[config.mk]
export PLATFORM = sky130hd
export DESIGN_NAME = cpu_instr_subset_exec
export DESIGN_NICKNAME = d
export VERILOG_FILES = /design/src/verilog/exec_pkg.sv /design/src/verilog/sub_rot_alu.sv /design/src/verilog/cpu_instr_subset_exec.sv
export SDC_FILE = /design/constraint.sdc
export NUM_CORES = 2
export LEC_CHECK = 0
export BUFFER_PORTS_ARGS = -buffer_cell sky130_fd_sc_hd__buf_2
export CAP_MARGIN = 20
export CORE_UTILIZATION = 25
export DETAILED_ROUTE_END_ITERATION = 10
export PLACE_DENSITY = 0.44
export SLEW_MARGIN = 20
export SYNTH_ARGS = -nofsm -noshare
export SYNTH_HDL_FRONTEND = slang
export SYNTH_SLANG_ARGS = --single-unit
[constraint.sdc]
create_clock -name clk -period 4.5 [get_ports clk]
set_input_delay 0.45 -clock clk [delete_from_list [all_inputs] [get_ports clk]]
set_output_delay 0.45 -clock clk [all_outputs]
set_load 0.02 [all_outputs]
[src/verilog/exec_pkg.sv]
package exec_pkg;
  localparam int DATA_W = 8;
  localparam int INSTR_W = 14;
  localparam int PC_W = 13;
  localparam int FADDR_W = 7;
  localparam int BUS_AW = 8;
  localparam int PHASE_W = 2;
  localparam logic [1:0] PHASE_LAST = 2'h3;
  localparam int WATCHDOG_W = 8;
  localparam int PRESC_W = 8;
  localparam logic [7:0] WATCHDOG_CLEARED = 8'h00;
  localparam logic [7:0] PRESC_WRAP = 8'hff;
  localparam logic [7:0] PRESC_CLEARED = 8'h00;
  // Opcodes: full words, or mask/match pairs
  localparam logic [13:0] OP_SLEEP = 14'h0063;
  localparam logic [13:0] OP_RETURN = 14'h0008;
  localparam logic [13:0] MASK_FD = 14'h3f00;
  localparam logic [13:0] MATCH_ROTATE = 14'h0c00;
  localparam logic [13:0] MATCH_FILE_SUB = 14'h0200;
  localparam logic [13:0] MASK_LIT = 14'h3e00;
  localparam logic [13:0] MATCH_LIT_SUB = 14'h3c00;
  localparam int DEST_BIT = 7;
  // Bus map
  localparam logic [7:0] ADDR_FILE_TOP = 8'h7f;
  localparam logic [7:0] ADDR_ACC = 8'h80;
  localparam logic [7:0] ADDR_STATUS = 8'h81;
  localparam logic [7:0] ADDR_STACK_PTR = 8'h82;
  localparam logic [7:0] ADDR_WATCHDOG = 8'h83;
  // Status layout
  localparam int ST_C = 0;
  localparam int ST_HC = 1;
  localparam int ST_Z = 2;
  localparam int ST_LOWPWR_N = 3;
  localparam int ST_EXPIRY_N = 4;
  localparam logic [7:0] STATUS_RESET = 8'h18;
  localparam logic [7:0] STATUS_WMASK = 8'h07;
  typedef enum logic [1:0] {
    ALU_SUB = 2'b01,
    ALU_RRC = 2'b10
  } alu_op_t;
endpackage

[src/verilog/sub_rot_alu.sv]
`timescale 1ns/10ps
`default_nettype none
module sub_rot_alu (
  input wire exec_pkg::alu_op_t op,
  input wire logic [7:0] a,
  input wire logic [7:0] w,
  input wire logic carry_in,
  output logic [7:0] result,
  output logic carry_out,
  output logic half_carry_out,
  output logic zero_out
);
  logic [8:0] diff;
  logic [4:0] low;
  always_comb begin
    // Two's complement: a + ~w + 1, carry out is the no-borrow flag
    diff = {1'b0, a} + {1'b0, ~w} + 9'h001;
    low = {1'b0, a[3:0]} + {1'b0, ~w[3:0]} + 5'h01;
    result = diff[7:0];
    carry_out = diff[8];
    half_carry_out = low[4];
    if (op == exec_pkg::ALU_RRC) begin
      result = {carry_in, a[7:1]};
      carry_out = a[0];
      half_carry_out = 1'b0;
    end
    zero_out = (result == 8'h00);
  end
endmodule
`default_nettype wire

[src/verilog/cpu_instr_subset_exec.sv]
// Our own choices: the register addresses and strobed register access.
`timescale 1ns/10ps
`default_nettype none
module cpu_instr_subset_exec #(
  parameter int STACK_DEPTH = 8,
  parameter int FILE_DEPTH = 128
) (
  input wire logic clk,
  input wire logic resetn,
  input wire logic [13:0] instr_word,
  input wire logic instr_valid,
  input wire logic stack_push,
  input wire logic [12:0] push_addr,
  input wire logic wake_pin,
  input wire logic [7:0] bus_addr,
  input wire logic [7:0] bus_wdata,
  input wire logic bus_wr,
  input wire logic bus_rd,
  output logic [7:0] bus_rdata,
  output logic instr_ready,
  output logic icycle_last,
  output logic flush,
  output logic [12:0] pc,
  output logic [7:0] acc,
  output logic watchdog_expiry_flag_n,
  output logic low_power_flag_n,
  output logic sleeping,
  output logic osc_run,
  output logic [7:0] watchdog_counter
);
  localparam int SP_W = $clog2(STACK_DEPTH);

  // ---------------------------------------------------------------
  // Wake pin synchroniser
  // ---------------------------------------------------------------
  logic wake_meta_q, wake_q;
  always_ff @(posedge clk or negedge resetn) begin
    if (!resetn) begin
      wake_meta_q <= 1'b0;
      wake_q <= 1'b0;
    end else begin
      wake_meta_q <= wake_pin;
      wake_q <= wake_meta_q;
    end
  end

  // ---------------------------------------------------------------
  // Decode and execute
  // ---------------------------------------------------------------
  logic [1:0] phase_q, phase_d;
  logic last_q, last_d;
  logic take;
  logic is_sleep, is_return, is_rotate, is_file_sub, is_lit_sub;
  logic [6:0] faddr;
  logic dest_file;
  logic [7:0] file_rd;
  logic [7:0] status_q, status_d;
  logic [7:0] acc_q, acc_d;
  logic [7:0] alu_a, alu_res;
  logic alu_c, alu_hc, alu_z;
  exec_pkg::alu_op_t alu_op;
  logic [7:0] file_q [FILE_DEPTH];
  logic [SP_W-1:0] sp_q, sp_d;
  logic [12:0] stack_q [STACK_DEPTH];
  logic [12:0] stack_head;
  logic [12:0] pc_q, pc_d;
  logic sleep_q, sleep_d;
  logic osc_q, osc_d;
  logic flush_q, flush_d;
  logic ready_q, ready_d;
  logic [7:0] wdog_q, wdog_d;
  logic [7:0] presc_q, presc_d;
  logic [7:0] rdata_q, rdata_d;
  logic file_we;
  logic [7:0] file_wdata;
  logic [6:0] file_waddr;

  assign take = last_q && instr_valid && ready_q;
  assign faddr = instr_word[exec_pkg::FADDR_W-1:0];
  assign dest_file = instr_word[exec_pkg::DEST_BIT];
  assign is_sleep = take && (instr_word == exec_pkg::OP_SLEEP);
  assign is_return = take && (instr_word == exec_pkg::OP_RETURN);
  assign is_rotate = take && ((instr_word & exec_pkg::MASK_FD) == exec_pkg::MATCH_ROTATE);
  assign is_file_sub = take && ((instr_word & exec_pkg::MASK_FD) == exec_pkg::MATCH_FILE_SUB);
  assign is_lit_sub = take && ((instr_word & exec_pkg::MASK_LIT) == exec_pkg::MATCH_LIT_SUB);
  assign file_rd = file_q[faddr];
  assign stack_head = stack_q[sp_q - SP_W'(1)];
  assign alu_op = is_rotate ? exec_pkg::ALU_RRC : exec_pkg::ALU_SUB;
  assign alu_a = is_lit_sub ? instr_word[7:0] : file_rd;

  sub_rot_alu u_alu (
    .op(alu_op),
    .a(alu_a),
    .w(acc_q),
    .carry_in(status_q[exec_pkg::ST_C]),
    .result(alu_res),
    .carry_out(alu_c),
    .half_carry_out(alu_hc),
    .zero_out(alu_z)
  );

  // ---------------------------------------------------------------
  // Instruction cycle divider
  // ---------------------------------------------------------------
  // Halts while asleep, standing in for the stopped oscillator
  always_comb begin
    phase_d = phase_q;
    if (!sleep_q) begin
      phase_d = phase_q + 2'h1;
    end
    last_d = !sleep_d && (phase_d == exec_pkg::PHASE_LAST);
  end

  // ---------------------------------------------------------------
  // Core state
  // ---------------------------------------------------------------
  always_comb begin
    acc_d = acc_q;
    status_d = status_q;
    pc_d = pc_q;
    sp_d = sp_q;
    sleep_d = sleep_q;
    flush_d = flush_q;
    file_we = 1'b0;
    file_waddr = faddr;
    file_wdata = alu_res;
    if (last_q && flush_q) begin
      flush_d = 1'b0;
    end
    if (take) begin
      pc_d = pc_q + 13'h0001;
    end
    if (is_sleep) begin
      status_d[exec_pkg::ST_LOWPWR_N] = 1'b0;
      status_d[exec_pkg::ST_EXPIRY_N] = 1'b1;
      sleep_d = 1'b1;
    end
    if (is_return) begin
      pc_d = stack_head;
      sp_d = sp_q - SP_W'(1);
      flush_d = 1'b1;
    end else if (stack_push) begin
      sp_d = sp_q + SP_W'(1);
    end
    if (is_rotate || is_file_sub) begin
      if (dest_file) begin
        file_we = 1'b1;
      end else begin
        acc_d = alu_res;
      end
      status_d[exec_pkg::ST_C] = alu_c;
    end
    if (is_lit_sub) begin
      acc_d = alu_res;
      status_d[exec_pkg::ST_C] = alu_c;
    end
    if (is_file_sub || is_lit_sub) begin
      status_d[exec_pkg::ST_HC] = alu_hc;
      status_d[exec_pkg::ST_Z] = alu_z;
    end
    if (sleep_q && wake_q) begin
      sleep_d = 1'b0;
    end
    // Bus writes lose to an instruction committing in the same clock
    if (bus_wr && !take) begin
      if (bus_addr <= exec_pkg::ADDR_FILE_TOP) begin
        file_we = 1'b1;
        file_waddr = bus_addr[6:0];
        file_wdata = bus_wdata;
      end else if (bus_addr == exec_pkg::ADDR_ACC) begin
        acc_d = bus_wdata;
      end else if (bus_addr == exec_pkg::ADDR_STATUS) begin
        // Power flags are read-only to software
        status_d = (status_q & ~exec_pkg::STATUS_WMASK) | (bus_wdata & exec_pkg::STATUS_WMASK);
      end
    end
    ready_d = !sleep_d && !flush_d;
    osc_d = !sleep_d;
  end

  always_ff @(posedge clk or negedge resetn) begin
    if (!resetn) begin
      phase_q <= 2'h0;
      last_q <= 1'b0;
      acc_q <= 8'h00;
      status_q <= exec_pkg::STATUS_RESET;
      pc_q <= 13'h0000;
      sp_q <= '0;
      sleep_q <= 1'b0;
      osc_q <= 1'b1;
      flush_q <= 1'b0;
      ready_q <= 1'b0;
    end else begin
      phase_q <= phase_d;
      last_q <= last_d;
      acc_q <= acc_d;
      status_q <= status_d;
      pc_q <= pc_d;
      sp_q <= sp_d;
      sleep_q <= sleep_d;
      osc_q <= osc_d;
      flush_q <= flush_d;
      ready_q <= ready_d;
    end
  end

  // ---------------------------------------------------------------
  // Storage: file registers and return stack
  // ---------------------------------------------------------------
  // Stack wraps silently on overflow, like a circular buffer
  always_ff @(posedge clk or negedge resetn) begin
    if (!resetn) begin
      for (int i = 0; i < FILE_DEPTH; i++) begin
        file_q[i] <= 8'h00;
      end
      for (int j = 0; j < STACK_DEPTH; j++) begin
        stack_q[j] <= 13'h0000;
      end
    end else begin
      if (file_we) begin
        file_q[file_waddr] <= file_wdata;
      end
      if (stack_push && !is_return) begin
        stack_q[sp_q] <= push_addr;
      end
    end
  end

  // ---------------------------------------------------------------
  // Watchdog
  // ---------------------------------------------------------------
  always_comb begin
    wdog_d = wdog_q;
    presc_d = presc_q;
    if (last_q) begin
      presc_d = presc_q + 8'h01;
      if (presc_q == exec_pkg::PRESC_WRAP) begin
        wdog_d = wdog_q + 8'h01;
      end
    end
    if (is_sleep) begin
      wdog_d = exec_pkg::WATCHDOG_CLEARED;
      presc_d = exec_pkg::PRESC_CLEARED;
    end
  end

  always_ff @(posedge clk or negedge resetn) begin
    if (!resetn) begin
      wdog_q <= exec_pkg::WATCHDOG_CLEARED;
      presc_q <= exec_pkg::PRESC_CLEARED;
    end else begin
      wdog_q <= wdog_d;
      presc_q <= presc_d;
    end
  end

  // ---------------------------------------------------------------
  // Register read port
  // ---------------------------------------------------------------
  always_comb begin
    rdata_d = 8'h00;
    if (bus_rd) begin
      if (bus_addr <= exec_pkg::ADDR_FILE_TOP) begin
        rdata_d = file_q[bus_addr[6:0]];
      end else if (bus_addr == exec_pkg::ADDR_ACC) begin
        rdata_d = acc_q;
      end else if (bus_addr == exec_pkg::ADDR_STATUS) begin
        rdata_d = status_q;
      end else if (bus_addr == exec_pkg::ADDR_STACK_PTR) begin
        rdata_d = 8'(sp_q);
      end else if (bus_addr == exec_pkg::ADDR_WATCHDOG) begin
        rdata_d = wdog_q;
      end
    end
  end

  always_ff @(posedge clk or negedge resetn) begin
    if (!resetn) begin
      rdata_q <= 8'h00;
    end else begin
      rdata_q <= rdata_d;
    end
  end

  assign bus_rdata = rdata_q;
  assign instr_ready = ready_q;
  assign icycle_last = last_q;
  assign flush = flush_q;
  assign pc = pc_q;
  assign acc = acc_q;
  assign watchdog_expiry_flag_n = status_q[exec_pkg::ST_EXPIRY_N];
  assign low_power_flag_n = status_q[exec_pkg::ST_LOWPWR_N];
  assign sleeping = sleep_q;
  assign osc_run = osc_q;
  assign watchdog_counter = wdog_q;
endmodule
`default_nettype wire

==> key figures <==
GRT
  • Initial antenna violation count: 19
  • Total Routing Usage GR: approximately 20%
  • Vias in the first global route: 48980
  • M2 GR Usage: 31.63%
  • Most Crowded Layer GR: met2
  • Pin count of the biggest net entering global routing: 132
  • Grt met1 use: 27.88%
  • First-pass GRT wire length: 370500 um
  • GRT overflow: 0
  • Met3 capacity usage during global routing: about 3.6%

Floorplanning
  • FP Rows: 182
  • Die area: around 250000 um^2
  • Starting Density: 25.20%
  • Core area: about 250000 um^2
  • Io pins: 94
  • Die height: ~500 um
  • Die width: between 500 and 600 um

Setup path
  • Crit path max fanout: 8
  • Worst Reg-to-Reg Cells: 21
  • Worst EP arrival: 5.57 ns
  • WS Path Type: flop to flop
  • Nature of the critical path startpoint: flop
  • Worst EP required: 5.17 ns
  • CP Capture Type: flop

Synthesis
  • Syn Area/Cell: 11.17 um^2
  • Largest family of logic cells by synthesized area: multiplexers
  • Main flop type after synthesis: dfrtp_1
  • Yosys Warn Count: 0
  • Area fraction in compound gates after synthesis: 11.90%
  • Mux cell area share after synthesis: 25.25%
  • Synth unique cells: between 80 and 90
  • Simple-gate share of the synthesized area: 11.08%
  • Synthesized flop and latch total: 1190
  • Cells after Synth: around 5600
  • Number of synthesized flops with an enable pin: 0
  • Asr flop ratio synth: 100.0%
  • Post-Synth Adder-Cell Area: 0.3143%
  • Post-Syn Area: 62100 um^2
  • Sequential area share after synthesis: 47.96%
  • XOR/XNOR Fraction of Synth Area: 0.3526%
  • Syn nets: 5625

Routing
  • Post-route ant nets: 0
  • Via Count: 49210
  • DR pass1 iterations: 7
  • Routed wire length: 256000 um
  • Routed WL per cell: 26.77 um
  • DRC: 0
  • 1st-iter DRT viols: roughly 4400
  • Vias/cell: 5.145

CTS
  • Worst skew pair latency: 0.82 ns
  • Clock Pin Slew Worst Setup and Hold Paths: ~0.060 ns
  • CTS tree: done
  • Htree depth: 4
  • CTS root buf: clkbuf_16
  • Num CTS Buffers: 146
  • Clk sink count: 1190
  • Maximum clock path buffer count: 3

STA
  • Fin Clk Skew: 0.04342 ns
  • Slew margin rel.: 25.52%
  • Crit path time final: 4.905 ns
  • Worst slew pin tran: 1.117 ns
  • Final Worst Setup Slack: -0.4055 ns
  • RSZ-0062 raised after global routing: yes
  • Final worst-path cycle share: 109.0%
  • Final Setup Violations: between 500 and 600
  • Hold Slack: 0.2217 ns
  • Slew Limit Fails: 0
  • Endpoints failing hold: 0
  • Maximum clock rate: approximately 0.20 GHz

Layout
  • Synthesis-to-finish area growth: 25.55%
  • # fillers: 25200
  • Most frequent cells in the layout: 1186 x dfrtp_1, 864 x nand2_1, 641 x nor2_1
  • Nets: 6195
  • Ratio of cells with drive above 1 in the final layout: 30.58%
  • Most common cell after layout, fill and taps aside: dfrtp_1

Pwr
  • P per Cell Area: about 500 nW/um^2
  • Pleak: ~0.033 uW
  • Max VDD drop: 319.4 uV

Place
  • GPL Wtd Cong: ~0.92
  • Worst slack, placed: -1.003 ns
  • Detailed placement HPWL: 181600 um
  • Buffers on Ports: 93

Run
  • MaxCap Viol Count: 0

Outcome
  • Outcome: finished, violations left
  • Failing checks: setup timing

Worst hold path
  • WHS Path Cells: 3
  • Hold crit path type: primary input to flop
-- cells in the mapped netlist, drive strengths merged, types with 8 or more instances --
cell    count  area share (%)
dfrtp    1187              48
nand2     867             5.2
o21ai     668             5.4
nor2      649             3.9
mux4      564              21
a21oi     490             3.9
clkbuf    218             1.3
buf       170             1.7
mux2      143             2.6
mux2i     133             2.1
nand3      40            0.32
a22oi      38            0.46
o22ai      35            0.35
inv        28            0.17
nor3       23            0.19
and3       18            0.18
a211oi     17            0.21
nor2b      17            0.17
nand2b     16            0.16
nand4      15            0.15
ha         14            0.28
xnor2      13            0.18
xor2       12            0.17
a31oi      11            0.11
o31ai      11            0.14
or3        11            0.11
and2       10            0.10
a32oi       8            0.11
or2         8           0.081
or3b        8            0.11
-- per-stage QoR --
| step | TNS, ns | cells | power, uW | cell area, um^2 | utilization, % |
|---|---|---|---|---|---|
| 3_3_place_gp | -686.03 | 9223 | 24450 | 71280 | 28.93 |
| 6_report | -99.21 | 9563 | 39170 | 77970 | 31.64 |
| 5_1_grt | -195.22 | 9558 | 40740 | 77960 | 31.64 |
| 3_5_place_dp | -655.47 | 9223 | 24620 | 71280 | 28.93 |
| 2_1_floorplan | -268.27 | 5560 | 20040 | 62730 | - |
| 4_1_cts | -138.94 | 9549 | 38930 | 77460 | 31.44 |
-- layout make-up --
| cell class | instances | area (um^2) | share of cell area, % |
|---|---|---|---|
| Multi-Input combinational cell | 3952 | 31100 | 39.88 |
| Sequential cell | 1190 | 29780 | 38.20 |
| Timing Repair Buffer | 810 | 7918 | 10.15 |
| Clock buffer | 215 | 4307 | 5.524 |
| Tap cell | 3312 | 4144 | 5.315 |
| Clock inverter | 48 | 593.1 | 0.7607 |
| Inverter | 30 | 112.6 | 0.1444 |
| Antenna cell | 6 | 15.01 | 0.01926 |
-- path summary, 6_finish.rpt --
path / end / slack (ns) / start
setup reg to reg: file_q[806]$_DFFE_PN0P_ / -0.41 / file_q[512]$_DFFE_PN0P_
setup / recovery: file_q[806]$_DFFE_PN0P_ / -0.41 / file_q[512]$_DFFE_PN0P_
hold reg to reg: wake_q$_DFF_PN0_ / 0.35 / wake_meta_q$_DFF_PN0_
max in group asynchronous: file_q[889]$_DFFE_PN0P_ / 2.79 / resetn
hold / removal: bus_rdata[5]$_DFF_PN0_ / 0.22 / bus_rd
min in group asynchronous: file_q[177]$_DFFE_PN0P_ / 0.29 / resetn
-- registers in the layout, indices dropped and copies added (netlist names) --
signal            count
presc_q               8
wake_meta_q           1
acc                   8
sp_q                  3
bus_rdata             8
stack_q             104
pc                   13
icycle_last           1
osc_run               1
instr_ready           1
status_q              5
flush                 1
wake_q                1
watchdog_counter      8
phase_q               2
sleeping              1
file_q             1024
-- metal layers --
metal  up-vias  routed length, um
met5         -                 41
met4         6              11740
met3       448              16720
met2      1798             116600
met1     25370             110800
li1      21580                  -
-- cell families (layout without fill, tap and decap cells) --
kind of cell	after synthesis	count (layout)
AND/OR/NAND/NOR	1708	1708
AO/OA/AOI/OAI	1364	1364
flip-flops	1190	1190
multiplexers	840	840
buffers and inverters	418	1103
XOR/XNOR	25	25
adder cells (fa/ha/maj)	15	15
other	0	6
-- report_power, final --
group	internal, uW	switching, uW
combinational	6270	7030
clock	7220	5040
sequential	12300	1320
total	25800	13400
-- repair_timing --
action,in CTS,in global routing
gates cloned,21,6
hold buffers,24,0
resized for setup,155,103
pin swaps,33,69
endpoints found under the setup margin,713,766
endpoints found under the hold margin,195,0
buffers inserted,18,10
-- worst max-delay path, cell delays in order (launching register included) --
cell	delay (ns)
dfrtp_1	0.40
mux4_2	0.49
mux4_2	0.54
mux4_2	0.58
mux2i_4	0.22
nand2_2	0.08
o21ai_2	0.08
ha_2	0.20
inv_2	0.04
fa_2	0.34
nand2_2	0.08
nand2_2	0.07
a21oi_4	0.16
o21bai_1	0.09
a21oi_2	0.21
xnor2_2	0.09
and2_4	0.17
o31ai_4	0.29
buf_12	0.20
buf_12	0.18
clkbuf_16	0.19
o21ai_2	0.06
Note: power is estimated with default switching activity, not from simulation.
